<file path="src/hw/pwm_timer_pkg.sv">
package pwm_timer_pkg;

   // Register port widths
   localparam int ADDR_W = 8;
   localparam int DATA_W = 8;
   localparam int CHANNELS = 8;

   // Bank register offsets
   localparam logic [7:0] RUN_ENABLE_OFS = 8'h00;
   localparam logic [7:0] START_LEVEL_OFS = 8'h01;
   localparam logic [7:0] ALIGN_OFS = 8'h02;
   localparam logic [7:0] CLOCK_SEL_OFS = 8'h03;

   // Per-channel groups: group in addr[7:4], channel in addr[2:0]
   localparam logic [3:0] COUNT_GRP = 4'h1;
   localparam logic [3:0] PERIOD_GRP = 4'h2;
   localparam logic [3:0] DUTY_GRP = 4'h3;

   // Reset values and counter constants
   localparam logic [7:0] BANK_RESET = 8'h00;
   localparam logic [7:0] PERIOD_RESET = 8'h00;
   localparam logic [7:0] DUTY_RESET = 8'h00;
   localparam logic [7:0] CNT_ZERO = 8'h00;
   localparam logic [7:0] CNT_STEP = 8'h01;
   localparam logic [7:0] READ_IDLE = 8'h00;

   // Counting direction
   typedef enum logic {
      DIR_UP = 1'b0,
      DIR_DOWN = 1'b1
   } count_dir_e;

   // Clock strobes from the prescaler and scalers, one bus cycle each
   typedef struct packed {
      logic presc_a;
      logic scaled_a;
      logic presc_b;
      logic scaled_b;
   } clock_ticks_s;

   // Software register request
   typedef struct packed {
      logic [ADDR_W-1:0] addr;
      logic [DATA_W-1:0] wdata;
      logic wr;
      logic rd;
   } reg_req_s;

endpackage : pwm_timer_pkg

</file>
<file path="src/hw/pwm_channel_timer.sv">
`timescale 1ns/1ps
// Overview of operation
// Each channel has counter, period, duty
// Output enables at once, waveform on tick
// Enable gated into channel at clock edge
// Start level sets initial output state
// Running channel buffers period and duty writes
// Stopped channel writes reach compare latches
// Count reads never disturb the channel
// Counter write clears, reloads, restarts output
// Disable freezes count, enable resumes it
// Stopped zero period clears counter on tick
// Counter write while running restarts period
// Alignment select picks left or centre
// Left mode counts up, wraps at period
// Centre mode turns down at period
// Centre mode reloads at zero, counts up
// Duty counts high or low time
// Frequency is clock over period or twice
// Software sets alignment before enabling
// Software writes counter before enabling
// Channels pick clock A or B pair
// Reset: counting up, disabled, stopped
// Counters run on bus clock with strobes
module pwm_channel_timer
   import pwm_timer_pkg::*;
(
   input wire logic ref_clk,
   input wire logic rstn,
   input wire clock_ticks_s ticks,
   input wire reg_req_s req,
   output logic [DATA_W-1:0] rdata,
   output logic [CHANNELS-1:0] pwm_out,
   output logic [CHANNELS-1:0] pwm_oe
);

   // Bank registers
   logic [CHANNELS-1:0] channel_run_enable; // Software run enables
   logic [CHANNELS-1:0] start_level_bank; // Output level at cycle start
   logic [CHANNELS-1:0] alignment_select_bank; // High for centre aligned
   logic [CHANNELS-1:0] scaled_clock_bank; // High picks the scaled clock
   logic [CHANNELS-1:0] run_sync; // Enable seen at a clock strobe

   // Per-channel double buffers and compare latches
   logic [7:0] period_value [CHANNELS];
   logic [7:0] duty_value [CHANNELS];
   logic [7:0] period_act [CHANNELS];
   logic [7:0] duty_act [CHANNELS];
   logic [7:0] channel_count [CHANNELS];

   // Core results
   logic [CHANNELS-1:0] core_wave;
   logic [CHANNELS-1:0] core_end;
   logic [CHANNELS-1:0] chan_tick;
   logic [CHANNELS-1:0] count_wr;
   logic [CHANNELS-1:0] period_wr;
   logic [CHANNELS-1:0] duty_wr;

   // Address decode
   logic [3:0] grp;
   logic [2:0] chan;
   logic chan_space;
   logic hit_run;
   logic hit_pol;
   logic hit_align;
   logic hit_clk;
   logic hit_count;
   logic hit_period;
   logic hit_duty;
   logic [DATA_W-1:0] read_value;
   logic [CHANNELS-1:0] next_pwm_out;

   assign grp = req.addr[7:4];
   assign chan = req.addr[2:0];
   // Bit 3 set in a channel group is a hole
   assign chan_space = !req.addr[3];
   assign hit_run = (req.addr == RUN_ENABLE_OFS);
   assign hit_pol = (req.addr == START_LEVEL_OFS);
   assign hit_align = (req.addr == ALIGN_OFS);
   assign hit_clk = (req.addr == CLOCK_SEL_OFS);
   assign hit_count = chan_space && (grp == COUNT_GRP);
   assign hit_period = chan_space && (grp == PERIOD_GRP);
   assign hit_duty = chan_space && (grp == DUTY_GRP);

   // Read selection; period and duty read back the buffers
   assign read_value = hit_run ? channel_run_enable
                     : hit_pol ? start_level_bank
                     : hit_align ? alignment_select_bank
                     : hit_clk ? scaled_clock_bank
                     : hit_count ? channel_count[chan]
                     : hit_period ? period_value[chan]
                     : hit_duty ? duty_value[chan]
                     : READ_IDLE;

   // Bank register writes
   always_ff @(posedge ref_clk or negedge rstn)
   begin
      if (!rstn)
      begin
         channel_run_enable <= BANK_RESET;
         start_level_bank <= BANK_RESET;
         alignment_select_bank <= BANK_RESET;
         scaled_clock_bank <= BANK_RESET;
      end
      else if (req.wr)
      begin
         // Mode bits are taken as written; changing them live may glitch
         if (hit_run)
            channel_run_enable <= req.wdata;
         if (hit_pol)
            start_level_bank <= req.wdata;
         if (hit_align)
            alignment_select_bank <= req.wdata; // see
         if (hit_clk)
            scaled_clock_bank <= req.wdata;
      end
   end

   // Read data, valid the cycle after the strobe only
   always_ff @(posedge ref_clk or negedge rstn)
   begin
      if (!rstn)
         rdata <= READ_IDLE;
      else if (req.rd)
         rdata <= read_value;
      else
         rdata <= READ_IDLE;
   end

   // Pin output: enable follows software at once, level follows the core
   assign next_pwm_out = channel_run_enable & (core_wave ^ start_level_bank); // see

   always_ff @(posedge ref_clk or negedge rstn)
   begin
      if (!rstn)
      begin
         pwm_out <= BANK_RESET;
         pwm_oe <= BANK_RESET;
      end
      else
      begin
         pwm_out <= next_pwm_out;
         pwm_oe <= channel_run_enable;
      end
   end

   for (genvar i = 0; i < CHANNELS; i++)
   begin : g_chan
      // Pair A serves channels 0,1,4,5; pair B serves 2,3,6,7
      localparam bit USES_B = ((i / 2) % 2) == 1;
      logic load_now;

      assign chan_tick[i] = USES_B
         ? (scaled_clock_bank[i] ? ticks.scaled_b : ticks.presc_b)
         : (scaled_clock_bank[i] ? ticks.scaled_a : ticks.presc_a);
      assign count_wr[i] = req.wr && hit_count && (chan == i);
      assign period_wr[i] = req.wr && hit_period && (chan == i);
      assign duty_wr[i] = req.wr && hit_duty && (chan == i);
      // Latches reload on period end, counter write or while stopped
      assign load_now = !channel_run_enable[i] || count_wr[i] || core_end[i]; // see

      // Enable only reaches the counter on a strobe edge
      always_ff @(posedge ref_clk or negedge rstn)
      begin
         if (!rstn)
            run_sync[i] <= 1'b0;
         else if (chan_tick[i])
            run_sync[i] <= channel_run_enable[i]; // see
      end

      // Double buffer and compare latches
      always_ff @(posedge ref_clk or negedge rstn)
      begin
         if (!rstn)
         begin
            period_value[i] <= PERIOD_RESET;
            duty_value[i] <= DUTY_RESET;
            period_act[i] <= PERIOD_RESET;
            duty_act[i] <= DUTY_RESET;
         end
         else
         begin
            if (period_wr[i])
               period_value[i] <= req.wdata;
            if (duty_wr[i])
               duty_value[i] <= req.wdata;
            // Stopped writes go straight through to the latch
            if (period_wr[i] && !channel_run_enable[i])
               period_act[i] <= req.wdata;
            else if (load_now)
               period_act[i] <= period_value[i];
            if (duty_wr[i] && !channel_run_enable[i])
               duty_act[i] <= req.wdata;
            else if (load_now)
               duty_act[i] <= duty_value[i];
         end
      end

      // One counter and compare core per channel
      pwm_counter_core u_core (
         .ref_clk(ref_clk),
         .rstn(rstn),
         .tick(chan_tick[i]),
         .running(run_sync[i]),
         .center_mode(alignment_select_bank[i]),
         .count_clear(count_wr[i]),
         .period_act(period_act[i]),
         .duty_act(duty_act[i]),
         .count(channel_count[i]),
         .dir(),
         .wave(core_wave[i]),
         .period_end(core_end[i])
      );

      AST_DIRECT_LOAD: assert property (@(posedge ref_clk) disable iff (!rstn)
         period_wr[i] && !channel_run_enable[i] |=> period_act[i] == $past(req.wdata))
         else $error("stopped period write missed the latch");
      AST_HOLD_BUFFER: assert property (@(posedge ref_clk) disable iff (!rstn)
         channel_run_enable[i] && !count_wr[i] && !core_end[i] |=> $stable(period_act[i]))
         else $error("running latch changed outside a period end");
      AST_ENABLE_SYNC: assert property (@(posedge ref_clk) disable iff (!rstn)
         !chan_tick[i] |=> $stable(run_sync[i]))
         else $error("enable reached the counter off a strobe");
      AST_OE_IMMEDIATE: assert property (@(posedge ref_clk) disable iff (!rstn)
         $rose(channel_run_enable[i]) |=> pwm_oe[i])
         else $error("output enable late after run enable");
      AST_START_LEVEL: assert property (@(posedge ref_clk) disable iff (!rstn)
         count_wr[i] && channel_run_enable[i] ##1 channel_run_enable[i]
         && $stable(start_level_bank[i]) |=> pwm_out[i] == start_level_bank[i])
         else $error("counter write did not set the start level");
   end

   AST_READ_COUNT: assert property (@(posedge ref_clk) disable iff (!rstn)
      req.rd && hit_count |=> rdata == $past(channel_count[chan]))
      else $error("count read returned a wrong value");
   AST_READ_IDLE: assert property (@(posedge ref_clk) disable iff (!rstn)
      !req.rd |=> rdata == READ_IDLE)
      else $error("read data stood beyond its cycle");

endmodule : pwm_channel_timer

</file>
<file path="src/hw/pwm_counter_core.sv">
`timescale 1ns/1ps
module pwm_counter_core
   import pwm_timer_pkg::*;
(
   input wire logic ref_clk,
   input wire logic rstn,
   input wire logic tick,
   input wire logic running,
   input wire logic center_mode,
   input wire logic count_clear,
   input wire logic [7:0] period_act,
   input wire logic [7:0] duty_act,
   output logic [7:0] count,
   output count_dir_e dir,
   output logic wave,
   output logic period_end
);

   // Candidate counts
   logic [7:0] cnt_up;
   logic [7:0] cnt_dn;
   logic [7:0] step_val;
   logic period_zero;
   logic advance;
   logic left_wrap;
   logic center_top;
   logic center_bottom;
   logic zero_clear;

   assign cnt_up = count + CNT_STEP;
   assign cnt_dn = count - CNT_STEP;
   assign period_zero = (period_act == CNT_ZERO);
   // Counter only steps on a strobe while the synced enable is high
   assign advance = tick && running && !period_zero && !count_clear; // see
   assign left_wrap = (cnt_up == period_act);
   assign center_top = (dir == DIR_UP) && (cnt_up == period_act);
   assign center_bottom = (dir == DIR_DOWN) && (cnt_dn == CNT_ZERO);
   // Zero period while stopped clears on the next selected strobe
   assign zero_clear = tick && !running && period_zero;

   // Next count by mode
   assign step_val = center_mode ? ((dir == DIR_DOWN) ? cnt_dn : cnt_up)
                   : (left_wrap ? CNT_ZERO : cnt_up);
   // End of effective period asks the owner to reload compare latches
   assign period_end = advance && (center_mode ? center_bottom : left_wrap); // see

   // Counter, direction and output flip-flop
   always_ff @(posedge ref_clk or negedge rstn)
   begin
      if (!rstn)
      begin
         count <= CNT_ZERO;
         dir <= DIR_UP;
         wave <= 1'b0;
      end
      else if (count_clear)
      begin
         // Any counter write restarts the cycle
         count <= CNT_ZERO; // see
         dir <= DIR_UP;
         wave <= 1'b0;
      end
      else if (advance)
      begin
         count <= step_val;
         if (!center_mode || center_bottom)
            dir <= DIR_UP;
         else if (center_top)
            dir <= DIR_DOWN;
         // Period end resets the flop, duty match toggles it
         if (period_end)
            wave <= 1'b0;
         else if (step_val == duty_act)
            wave <= !wave; // see
      end
      else if (zero_clear)
      begin
         count <= CNT_ZERO;
      end
   end

   AST_FREEZE: assert property (@(posedge ref_clk) disable iff (!rstn)
      !running && !count_clear && !zero_clear |=> $stable(count) && $stable(wave))
      else $error("counter moved while channel stopped");
   AST_CLEAR: assert property (@(posedge ref_clk) disable iff (!rstn)
      count_clear |=> count == CNT_ZERO && dir == DIR_UP && !wave)
      else $error("counter write did not restart the channel");
   AST_LEFT_WRAP: assert property (@(posedge ref_clk) disable iff (!rstn)
      advance && !center_mode && cnt_up == period_act |=> count == CNT_ZERO && !wave)
      else $error("left aligned counter missed the period match");
   AST_LEFT_STEP: assert property (@(posedge ref_clk) disable iff (!rstn)
      advance && !center_mode && cnt_up != period_act |=> count == $past(count) + CNT_STEP)
      else $error("left aligned counter did not count up");
   AST_CENTER_TOP: assert property (@(posedge ref_clk) disable iff (!rstn)
      advance && center_mode && center_top ##1 (tick && running && !count_clear)
      |=> dir == DIR_DOWN && count == period_act - CNT_STEP)
      else $error("centre counter did not turn down at the period");
   AST_CENTER_BOTTOM: assert property (@(posedge ref_clk) disable iff (!rstn)
      advance && center_mode && center_bottom |=> dir == DIR_UP && count == CNT_ZERO)
      else $error("centre counter did not turn up at zero");
   AST_ZERO_PERIOD: assert property (@(posedge ref_clk) disable iff (!rstn)
      zero_clear && !count_clear |=> count == CNT_ZERO)
      else $error("zero period did not clear the stopped counter");
   AST_DUTY_TOGGLE: assert property (@(posedge ref_clk) disable iff (!rstn)
      advance && !period_end && step_val == duty_act |=> wave != $past(wave))
      else $error("duty match did not toggle the output");

endmodule : pwm_counter_core

</file>
<file path="config.mk">
export PLATFORM = sky130hd
export DESIGN_NAME = pwm_channel_timer
export DESIGN_NICKNAME = d
export VERILOG_FILES = /design/src/hw/pwm_timer_pkg.sv /design/src/hw/pwm_channel_timer.sv /design/src/hw/pwm_counter_core.sv
export SDC_FILE = /design/constraint.sdc
export NUM_CORES = 1
export LEC_CHECK = 0
export BUFFER_PORTS_ARGS = -buffer_cell sky130_fd_sc_hd__buf_4
export CORE_UTILIZATION = 40
export CTS_CLUSTER_DIAMETER = 200
export DETAILED_ROUTE_END_ITERATION = 16
export HOLD_SLACK_MARGIN = 0.15
export PLACE_DENSITY_LB_ADDON = 0.2
export SETUP_SLACK_MARGIN = 0.02
export SLEW_MARGIN = 10
export SYNTH_ARGS = -nofsm -noshare
export SYNTH_HDL_FRONTEND = slang
export SYNTH_HIERARCHICAL = 1
export SYNTH_SLANG_ARGS = --single-unit
</file>
<file path="constraint.sdc">
create_clock -name ref_clk -period 5.18 [get_ports ref_clk]
set_clock_uncertainty 0.2 [all_clocks]
set_input_delay 0.259 -clock ref_clk [delete_from_list [all_inputs] [get_ports ref_clk]]
set_output_delay 0.259 -clock ref_clk [all_outputs]
set_load 0.03 [all_outputs]
</file>
==> results of run 1 <==
layout make-up:
cell class	instances	area, µm²	share of cell area
antenna	3	7.51	0.000248
clock buffer	62	1290	0.0428
clock inverter	24	273	0.00902
inverter	66	248	0.00820
multi-input combinational	2197	16400	0.542
sequential	400	10000	0.331
tap	931	1160	0.0385
timing repair buffer	98	843	0.0279
worst max-delay path by stage:
stage / slack (ns) / cells past startpoint / end
6_report: 1.08 / 10 / g_chan[7].u_core/wave$_DFFE_PN0P_
5_1_grt: 0.78 / 12 / duty_act[7]$_DFFE_PN0P_
4_1_cts: 1.14 / 10 / g_chan[7].u_core/wave$_DFFE_PN0P_
3_5_place_dp: 1.17 / 10 / g_chan[7].u_core/wave$_DFFE_PN0P_
3_3_place_gp: 1.23 / 10 / g_chan[7].u_core/wave$_DFFE_PN0P_
2_1_floorplan: 1.95 / 11 / g_chan[0].u_core/wave$_DFFE_PN0P_
synth_stat cells, drive strengths merged, types with 16 or more instances:
library cell,number
a211o,16
a211oi,16
a21oi,105
a22o,17
a22oi,19
a31oi,34
and2,17
and3,41
buf,124
clkbuf,69
dfrtp,400
ha,24
inv,59
mux2,197
mux2i,178
mux4,38
nand2,326
nand2b,26
nand3,75
nand4,31
nor2,102
nor2b,46
nor3,71
nor3b,22
nor4,35
nor4b,22
o21ai,234
o22ai,34
o31ai,32
or3,41
xnor2,135
xor2,49
report_power, final:
part | switching, W | internal [W]
Combinational | 0.000612 | 0.000384
Clock | 0.00143 | 0.00202
Sequential | 0.000184 | 0.00325
Total | 0.00223 | 0.00565
through the flow:
step           total power [W]   util  hold slack [ns]  cells
3_5_place_dp           0.00446  0.414            0.200   3667
2_1_floorplan          0.00408      -           -0.237   2856
5_1_grt                0.00816  0.441            0.213   3778
3_3_place_gp           0.00444  0.414            0.192   3667
6_report               0.00788  0.441            0.114   3781
4_1_cts                0.00794  0.441            0.163   3778
flip-flops by register name, summed over array words and instances, names as in the netlist, 64 cells and up:
name and cells:
duty_act 64, duty_value 64, period_value 64, period_act 64, g_chan.u_core/count 64
worst max-delay path, cell delays in order, from the launching register on:
cell and delay [ns]:
dfrtp_1 0.69, ha_1 0.46, and3_1 0.28, nand3_1 0.17
xnor2_1 0.30, a2111oi_4 0.59, mux2_2 0.40, o221ai_1 0.20
nand4_1 0.18, or3_1 0.42, o311ai_1 0.10
routing by layer:
| layer | vias up | global-route usage | routed length [µm] |
|---|---|---|---|
| met5 | - | 0 | 32 |
| met4 | 4 | 0.0928 | 3210 |
| met3 | 187 | 0.0382 | 6200 |
| met2 | 858 | 0.415 | 42100 |
| met1 | 11500 | 0.360 | 40400 |
| li1 | 10400 | - | - |
logic make-up (layout without fill, tap and decap cells):
family | Yosys count | in the layout
adders and majority gates | 24 | 24
muxes | 413 | 413
and+or+nand+nor | 939 | 939
DFF | 400 | 400
AOI/OAI and AO/OA | 637 | 637
xor gates and xnor gates | 184 | 184
buffers and inverters | 259 | 250
other | 0 | 3
timing repair:
item                       CTS  global route
hold endpoints to repair   380             0
gates resized for setup      0             0
hold buffers                25             0
setup endpoints to repair    0             0
==> results.sh, run 1 <==
export IMPL_synthXorXnorAreaFrac=0.0639
export IMPL_synthMuxAreaShare=0.175
export IMPL_synth_seq_cells=400
export IMPL_path_max_fanout=8
export IMPL_place_congestion=0.932
export IMPL_timing_final_crit_share=0.792
export IMPL_grt_pass1_wl_mm=141
export IMPL_slew_headroom=0.315
export IMPL_grt_use_total=0.261
export IMPL_grt_overflow_total=0
export IMPL_die_area_um2=70300
export IMPL_clockBufferDepth=3
export IMPL_yosysTopAreaCell="dfrtp_1"
export IMPL_reg2reg_from="g_chan[7].u_core/count[1]$_DFFE_PN0P_"
export IMPL_setup_ws_ns=1.08
export IMPL_die_w_um=265
export IMPL_final_common_cell="dfrtp_1"
export IMPL_synth_compound_area_share=0.150
export IMPL_fmax_mhz=244
export IMPL_synth_edf_count=0
export IMPL_dp_slack_ns=1.17
export IMPL_maxSlewViolCount=0
export IMPL_ys_async_sr_fraction=1.00
export IMPL_rrSetupSlack_ns=1.08
export IMPL_cts_tree="done"
export IMPL_clk_latency_ns=0.59
export IMPL_initial_core_util=0.404
export IMPL_grt_max_degree=132
export IMPL_totalWireLength_mm=92.0
export IMPL_critPathKind="reg2reg"
export IMPL_core_um2=68600
export IMPL_setup_viol_count_final=0
export IMPL_htreeDepth=2
export IMPL_fin_nets=2859
export IMPL_p_per_area_nw_per_um2=261
export IMPL_p_leak_nw=13.5
export IMPL_vias=23000
export IMPL_numCtsBuffers=48
export IMPL_synth_adder_area_share=0.0108
export IMPL_tns_ns=0
export IMPL_drtIter0Drc=1997
export IMPL_io_pins=48
export IMPL_chipHeight_um=265
export IMPL_ys_seq_area_frac=0.362
export IMPL_critPathLaunchType="register"
export IMPL_hp_class="in2async"
export IMPL_avgSynthCellArea_um2=9.69
export IMPL_synth_cells=2856
export IMPL_synth_area_leaders="dfrtp_1 (36%), mux2_2 (8.0%), mux2i_1 (6.4%), nand2_1 (4.1%), o21ai_0 (3.9%)"
export IMPL_vias_per_cell=6.09
export IMPL_syn_nets=2904
export IMPL_ys_flop_type="dfrtp_1"
export IMPL_cp_required_ns=5.46
export IMPL_antenna_found_initial=6
export IMPL_rsz0062_at_grt="false"
export IMPL_status="complete, no violations"
export IMPL_antenna_left=0
export IMPL_drc=0
export IMPL_dpl_cell_area_um2=28400
export IMPL_nFillCells=6514
export IMPL_startpoint="g_chan[7].u_core/count[1]$_DFFE_PN0P_"
export IMPL_worst_slew_pin_slew_ns=1.03
export IMPL_arrival_ns=4.38
export IMPL_syn_area_um2=27700
export IMPL_place_hpwl_mm=65.6
export IMPL_routed_wire_length_per_instance_um=24.3
export IMPL_num_rows=96
export IMPL_synth_cell_type_count=89
export IMPL_clk_pin_slew_ns=0.06
export IMPL_ir_drop_uv=226
export IMPL_portBuffers=47
export IMPL_synth_top_family_by_area="simple AND/OR/NAND/NOR gates"
export IMPL_drtPass1Iterations=6
export IMPL_hold_violations=0
export IMPL_drive_gt1_frac=0.187
export IMPL_grt_pass1_vias=22200
export IMPL_r2r_end="g_chan[7].u_core/wave$_DFFE_PN0P_"
export IMPL_finalInstanceArea_um2=30200
export IMPL_postCtsSetupBuffers=0
export IMPL_end_kind="register"
export IMPL_cap_viol_max_count=0
export IMPL_clock_sinks=400
export IMPL_yosysWarnings=6
export IMPL_syn2layout_area_growth_pct=9.20
export IMPL_synth_simple_area_share=0.192
export IMPL_reg2reg_depth=10
export IMPL_root_buffer="clkbuf_16"
export IMPL_final_cell_mix="dfrtp_1 (400), nand2_1 (300), o21ai_0 (214)"
export IMPL_period_minus_slack_ns=4.10
export IMPL_synth_top_area_share=0.362
Power figures use the tool's default switching activity.
==> inputs of run 2 (changes only) <==
--- a/config.mk
+++ b/config.mk
@@ -5,6 +5,7 @@
 export SDC_FILE = /design/constraint.sdc
 export NUM_CORES = 1
 export LEC_CHECK = 0
+export ABC_AREA = 1
 export BUFFER_PORTS_ARGS = -buffer_cell sky130_fd_sc_hd__buf_4
 export CORE_UTILIZATION = 40
 export CTS_CLUSTER_DIAMETER = 200
==> constraint.sdc (replaced) <==
create_clock -name ref_clk -period 4.3 [get_ports ref_clk]
set_clock_uncertainty 0.2 [all_clocks]
set_input_delay 0.215 -clock ref_clk [delete_from_list [all_inputs] [get_ports ref_clk]]
set_output_delay 0.215 -clock ref_clk [all_outputs]
set_load 0.03 [all_outputs]
==> run 2 against run 1 <==
  * Sequential power increased by 35%
  * Sequential share of layout area rose by 1.1 points
  * Global-route usage up 1.7 points
  * Critical path type unchanged
  * Critical path depth is 5 higher
  * Non-clock buffer count up 4
  * Largest cell class unchanged
==> results.sh, run 2 <==
export IMPL_status="complete, no violations"
export IMPL_ir_drop_uv=390
export IMPL_final_cell_mix="nand2_1 (1019), nand3_1 (411), dfrtp_1 (400)"
export IMPL_grt_pass1_vias=23200
export IMPL_antenna_left=0
export IMPL_wl_met2_mm=41.6
export IMPL_initial_core_util=0.406
export IMPL_cp_required_ns=4.60
export IMPL_p_per_area_nw_per_um2=443
export IMPL_path_max_fanout=32
export IMPL_totalWireLength_mm=93.4
export IMPL_clockBufferDepth=3
export IMPL_hold_violations=0
export IMPL_drc=0
export IMPL_holdBufCountCts=22
export IMPL_hp_class="in2async"
export IMPL_final_common_cell="nand2_1"
export IMPL_rsz0062_at_grt="false"
export IMPL_setup_viol_count_final=0
export IMPL_core_um2=64700
export IMPL_grt_use_total=0.278
export IMPL_io_pins=48
export IMPL_syn_area_um2=26300
export IMPL_synth_common_cells="nand2_1 (1019), nand3_1 (411), dfrtp_1 (400), nor2_1 (390), inv_1 (286)"
export IMPL_place_congestion=1.00
export IMPL_die_w_um=258
export IMPL_avgSynthCellArea_um2=7.10
export IMPL_synth_edf_count=0
export IMPL_drive_gt1_frac=0.114
export IMPL_arrival_ns=3.72
export IMPL_postCtsSetupBuffers=0
export IMPL_final_core_util=0.452
export IMPL_syn_nets=3747
export IMPL_grt_overflow_total=0
export IMPL_yosysWarnings=6
export IMPL_fin_nets=3752
export IMPL_clk_latency_ns=0.60
export IMPL_synth_area_leaders="dfrtp_1 (38%), nand2_1 (15%), nand3_1 (7.8%), nor2_1 (5.6%), inv_1 (4.1%)"
export IMPL_top_layer="met5"
export IMPL_syn2layout_area_growth_pct=11.3
export IMPL_synth_cell_type_count=46
export IMPL_drtPass1Iterations=6
export IMPL_synth_seq_cells=400
export IMPL_period_minus_slack_ns=3.42
export IMPL_wl_met1_mm=41.1
export IMPL_clk_pin_slew_ns=0.06
export IMPL_clock_sinks=400
export IMPL_drtIter0Drc=2381
export IMPL_numCtsBuffers=50
export IMPL_wl_met3_mm=7.30
export IMPL_fmax_mhz=292
export IMPL_die_area_um2=66700
export IMPL_vias_per_cell=5.46
export IMPL_grt_max_degree=108
export IMPL_ys_async_sr_fraction=1.00
export IMPL_ys_seq_area_frac=0.381
export IMPL_routed_wire_length_per_instance_um=20.3
export IMPL_portBuffers=47
export IMPL_worst_slew_pin_slew_ns=1.20
export IMPL_antenna_found_initial=2
export IMPL_critPathKind="reg2reg"
export IMPL_synth_most_common_cell="nand2_1"
export IMPL_synth_cells=3699
export IMPL_setup_ws_ns=0.881
export IMPL_ys_flop_type="dfrtp_1"
export IMPL_maxSlewViolCount=0
export IMPL_root_buffer="clkbuf_16"
export IMPL_end_kind="register"
export IMPL_antenna_cells=0
export IMPL_cts_tree="done"
export IMPL_place_hpwl_mm=68.3
export IMPL_yosysTopAreaCell="dfrtp_1"
export IMPL_p_leak_nw=14.0
export IMPL_chipHeight_um=258
export IMPL_cts_resized=0
export IMPL_vias=25100
export IMPL_synth_top_area_share=0.381
export IMPL_grt_pass1_wl_mm=141
export IMPL_num_rows=93
export IMPL_tns_ns=0
export IMPL_dp_slack_ns=0.927
export IMPL_slew_headroom=0.200
export IMPL_critPathLaunchType="register"
export IMPL_cap_viol_max_count=0
export IMPL_htreeDepth=2
export IMPL_timing_final_crit_share=0.795
==> run 2: changes by cell type after synthesis, moves of 114 or more <==
| cell | delta |
|---|---|
| nand2_1 | +719 |
| o21ai_1 | +114 |
| inv_1 | +227 |
| mux2_2 | -197 |
| mux2i_1 | -178 |
| nor2_1 | +291 |
| nand3_1 | +350 |
==> run 2: area by class of cell <==
| cell class | instances | area, µm² |
|---|---|---|
| fill | 6717 | 35500 |
| multi-input combinational | 2786 | 14100 |
| clock buffer | 61 | 1350 |
| tap | 855 | 1070 |
| clock inverter | 29 | 468 |
| timing repair buffer | 102 | 878 |
| inverter | 364 | 1370 |
| sequential | 400 | 10000 |
==> run 2: worst paths after layout <==
check / from / endpoint / slack [ns] / cells after the start
max in group asynchronous: rstn / g_chan[5].u_core/count[4]$_DFFE_PN0P_ / 2.78 / 3
worst min-delay path: rstn / g_chan[1].u_core/count[6]$_DFFE_PN0P_ / 0.12 / 2
worst max register to register: g_chan[2].u_core/count[0]$_DFFE_PN0P_ / period_act[44]$_DFFE_PN0P_ / 0.88 / 15
worst min register to register: channel_run_enable[5]$_DFFE_PN0P_ / pwm_oe[5]$_DFF_PN0_ / 0.20 / 0
min in group ref_clk: ticks[1] / run_sync[6]$_DFFE_PN0P_ / 0.20 / 4
worst max-delay path: g_chan[2].u_core/count[0]$_DFFE_PN0P_ / period_act[44]$_DFFE_PN0P_ / 0.88 / 15
==> run 2: cells by family after synthesis <==
kind of cell / Yosys count / share of synthesized area
compound gates: 579 / 0.125
buf+inv: 513 / 0.0823
fa+ha+maj: 24 / 0.0114
xor+xnor: 63 / 0.0210
simple gates: 2120 / 0.379
flops: 400 / 0.381
==> run 2: worst max-delay path, stage by stage (launching register included) <==
cell and delay (ns):
dfrtp_1 0.47, inv_2 0.13, ha_1 0.37, xnor2_1 0.17
nand2_1 0.07, nor2_1 0.10, nand2_1 0.06, nor2_2 0.17
nand3_4 0.16, nand2_2 0.10, o21ai_0 0.11, nor2_1 0.13
nor2_1 0.05, nand2_1 0.76, nor2_1 0.08, a31oi_1 0.19
==> run 2: stage by stage <==
stage	hold slack [ns]	instance area [µm²]	power [W]	std cells
global route	0.198	29200	0.0136	4597
finish	0.118	29200	0.0130	4597
global placement	0.191	27200	0.00825	4485
detailed placement	0.192	27200	0.00826	4485
CTS	0.159	29200	0.0130	4597
floorplan	-0.281	26300	0.00722	3699
==> run 2: per-layer routing <==
| metal | global-route usage | up-vias |
|---|---|---|
| li1 | - | 12200 |
| met1 | 0.382 | 11800 |
| met2 | 0.434 | 934 |
| met3 | 0.0558 | 161 |
| met4 | 0.0978 | 2 |
| met5 | 0 | - |
==> run 2: power breakdown <==
part	leakage, nW	internal, W	switching [W]
clock	0.881	0.00290	0.00177
combinational	7.71	0.00124	0.00241
sequential	5.39	0.00409	0.000544
==> inputs of run 3 (changes only) <==
--- a/config.mk
+++ b/config.mk
@@ -5,7 +5,7 @@
 export SDC_FILE = /design/constraint.sdc
 export NUM_CORES = 1
 export LEC_CHECK = 0
-export ABC_AREA = 1
+export ABC_AREA = 0
 export BUFFER_PORTS_ARGS = -buffer_cell sky130_fd_sc_hd__buf_4
 export CORE_UTILIZATION = 40
 export CTS_CLUSTER_DIAMETER = 200
==> constraint.sdc (replaced) <==
create_clock -name ref_clk -period 2.9 [get_ports ref_clk]
set_clock_uncertainty 0.2 [all_clocks]
set_input_delay 0.145 -clock ref_clk [delete_from_list [all_inputs] [get_ports ref_clk]]
set_output_delay 0.145 -clock ref_clk [all_outputs]
set_load 0.03 [all_outputs]
==> run 3 against run 2 <==
  * The flow now finishes with violations (negative setup slack)
  * Power increased by 14%
  * Global-route usage increased by 0.93 points
  * Hold slack improved by 0.097 ns
  * Register-to-register slack got worse by 1.0 ns
  * Clock power increased by 31%
  * Cell area increased by 27%
  * Count of clock-buffer cells in the layout increased by 8
  * Core utilization increased by 9.1 points
  * Critical endpoint is now g_chan[7].u_core/wave$_DFFE_PN0P_
==> results.sh, run 3 (synthesized netlist as in run 1, its figures left out) <==
export IMPL_status="finished, violations left"
export IMPL_violations="negative setup slack"
export IMPL_p_sw_w=0.00427
export IMPL_grt_pass1_vias=25400
export IMPL_period_minus_slack_ns=3.04
export IMPL_p_leak_nw=17.2
export IMPL_antenna_left=0
export IMPL_antenna_found_initial=2
export IMPL_rsz0062_at_grt="true"
export IMPL_drc=0
export IMPL_hp_class="in2reg"
export IMPL_rrSetupSlack_ns=-0.14
export IMPL_pwr_share_comb=0.167
export IMPL_clk_pin_slew_ns=0.06
export IMPL_setup_viol_count_final=28
export IMPL_setup_ws_ns=-0.142
export IMPL_portBuffers=47
export IMPL_p_total_w=0.0147
export IMPL_holdPathEnd="g_chan[5].u_core/dir$_DFFE_PN0P_"
export IMPL_hold_violations=0
export IMPL_r2r_end="g_chan[7].u_core/wave$_DFFE_PN0P_"
export IMPL_root_buffer="clkbuf_16"
export IMPL_numCtsBuffers=49
export IMPL_fmax_mhz=329
export IMPL_fin_nets=3417
export IMPL_ir_drop_uv=356
export IMPL_cp_required_ns=3.18
export IMPL_drtIter0Drc=2307
export IMPL_power_frac_seq=0.416
export IMPL_end_kind="register"
export IMPL_drive_gt1_frac=0.410
export IMPL_hp_start="req[10]"
export IMPL_core_um2=68600
export IMPL_critPathKind="reg2reg"
export IMPL_num_rows=96
export IMPL_grt_use_total=0.287
export IMPL_die_w_um=265
export IMPL_place_hpwl_mm=74.6
export IMPL_slew_headroom=0.402
export IMPL_antenna_cells=0
export IMPL_grt_pass1_wl_mm=155
export IMPL_routed_wire_length_per_instance_um=24.1
export IMPL_maxSlewViolCount=0
export IMPL_arrival_ns=3.32
export IMPL_clockPowerShare=0.416
export IMPL_p_int_w=0.0104
export IMPL_vias_per_cell=5.92
export IMPL_swShare=0.290
export IMPL_syn2layout_area_growth_pct=34.5
export IMPL_chipHeight_um=265
export IMPL_p_per_area_nw_per_um2=395
export IMPL_grt_max_degree=59
export IMPL_totalWireLength_mm=104
export IMPL_die_area_um2=70300
export IMPL_hold_depth=6
export IMPL_clockBufferDepth=3
export IMPL_cts_tree="done"
export IMPL_path_max_fanout=5
export IMPL_grt_overflow_total=0
export IMPL_cap_viol_max_count=0
export IMPL_reg2reg_depth=11
export IMPL_startpoint="g_chan[7].u_core/count[0]$_DFFE_PN0P_"
export IMPL_place_congestion=0.976
export IMPL_htreeDepth=2
export IMPL_final_cell_mix="buf_4 (553), dfrtp_1 (365), nand2_1 (242)"
export IMPL_nFillCells=6013
export IMPL_critPathLaunchType="register"
export IMPL_clk_latency_ns=0.60
export IMPL_vias=25700
export IMPL_fin_hold_ws_ns=0.215
export IMPL_io_pins=48
export IMPL_clock_sinks=400
export IMPL_drtPass1Iterations=7
export IMPL_finalInstanceArea_um2=37200
export IMPL_initial_core_util=0.404
export IMPL_worst_slew_pin_slew_ns=0.897
export IMPL_reg2reg_from="g_chan[7].u_core/count[0]$_DFFE_PN0P_"
export IMPL_dpl_cell_area_um2=32300
export IMPL_timing_final_crit_share=1.05
export IMPL_final_common_cell="buf_4"
==> run 3: changes by cell type in the layout (fill, tap and decap cells not counted), moves of 51 or more <==
cell     delta
nand2_1   -777
buf_4     +478
nand3_1   -356
nor2_1    -297
inv_1     -234
mux2_2    +189
mux2i_1   +168
a31oi_1    -98
xnor2_1    +72
o21ai_1    -65
nor3_1     +51
==> run 3: worst max-delay path, cell delays in order, from the launching register on <==
cell and delay [ns]:
dfrtp_1 0.41, buf_6 0.15, nand3_4 0.08, xnor2_2 0.14, or3_4 0.38, a2111oi_4 0.40
buf_4 0.19, mux2_4 0.30, o221ai_2 0.12, nand4_1 0.15, or3_1 0.34, o311ai_1 0.08
==> run 3: stage by stage <==
step | util | instances | worst slack, ns | setup TNS, ns
2_1_floorplan | - | 2856 | -0.00288 | -0.0124
3_3_place_gp | 0.472 | 4092 | -0.215 | -7.55
3_5_place_dp | 0.472 | 4092 | -0.273 | -14.03
4_1_cts | 0.518 | 4276 | -0.149 | -0.959
5_1_grt | 0.543 | 4337 | -0.246 | -5.72
6_report | 0.543 | 4337 | -0.142 | -1.02
==> run 3: power groups by stage <==
stage,registers (W),logic [W],clock network [W]
6_report,0.00613,0.00246,0.00613
5_1_grt,0.00614,0.00262,0.00644
4_1_cts,0.00610,0.00227,0.00621
3_5_place_dp,0.00619,0.00209,0
3_3_place_gp,0.00618,0.00206,0
2_1_floorplan,0.00609,0.00126,0
==> run 3: repair_timing <==
| item | 4_1_cts | 5_1_grt |
|---|---|---|
| pin swaps | 65 | 101 |
| hold buffers | 26 | 0 |
| endpoints found under the setup margin | 139 | 142 |
| buffers inserted | 65 | 44 |
| resized for setup | 160 | 323 |
| cloned | 5 | 17 |
| endpoints found under the hold margin | 732 | 0 |
==> run 3: worst max path at each step <==
stage,to,slack [ns]
floorplan,g_chan[7].u_core/wave$_DFFE_PN0P_,-0.003
global placement,g_chan[7].u_core/wave$_DFFE_PN0P_,-0.22
detailed placement,period_act[29]$_DFFE_PN0P_,-0.27
CTS,g_chan[0].u_core/wave$_DFFE_PN0P_,-0.15
global route,g_chan[0].u_core/wave$_DFFE_PN0P_,-0.25
finish,g_chan[7].u_core/wave$_DFFE_PN0P_,-0.14
==> run 3: cell type report <==
| cell class | instances | area, µm² | share of cell area |
|---|---|---|---|
| sequential | 400 | 10100 | 0.270 |
| inverter | 66 | 273 | 0.00733 |
| multi-input combinational | 2202 | 18700 | 0.501 |
| clock buffer | 69 | 1430 | 0.0385 |
| tap | 931 | 1160 | 0.0313 |
| timing repair buffer | 650 | 5490 | 0.147 |
| clock inverter | 19 | 156 | 0.00420 |
==> run 3: layer usage <==
metal / global-route usage / up-vias / wire (µm)
met5: 0.000693 / - / 13
met4: 0.112 / 2 / 3920
met3: 0.0375 / 191 / 6680
met2: 0.457 / 969 / 48500
met1: 0.396 / 12900 / 45200
li1: - / 11600 / -
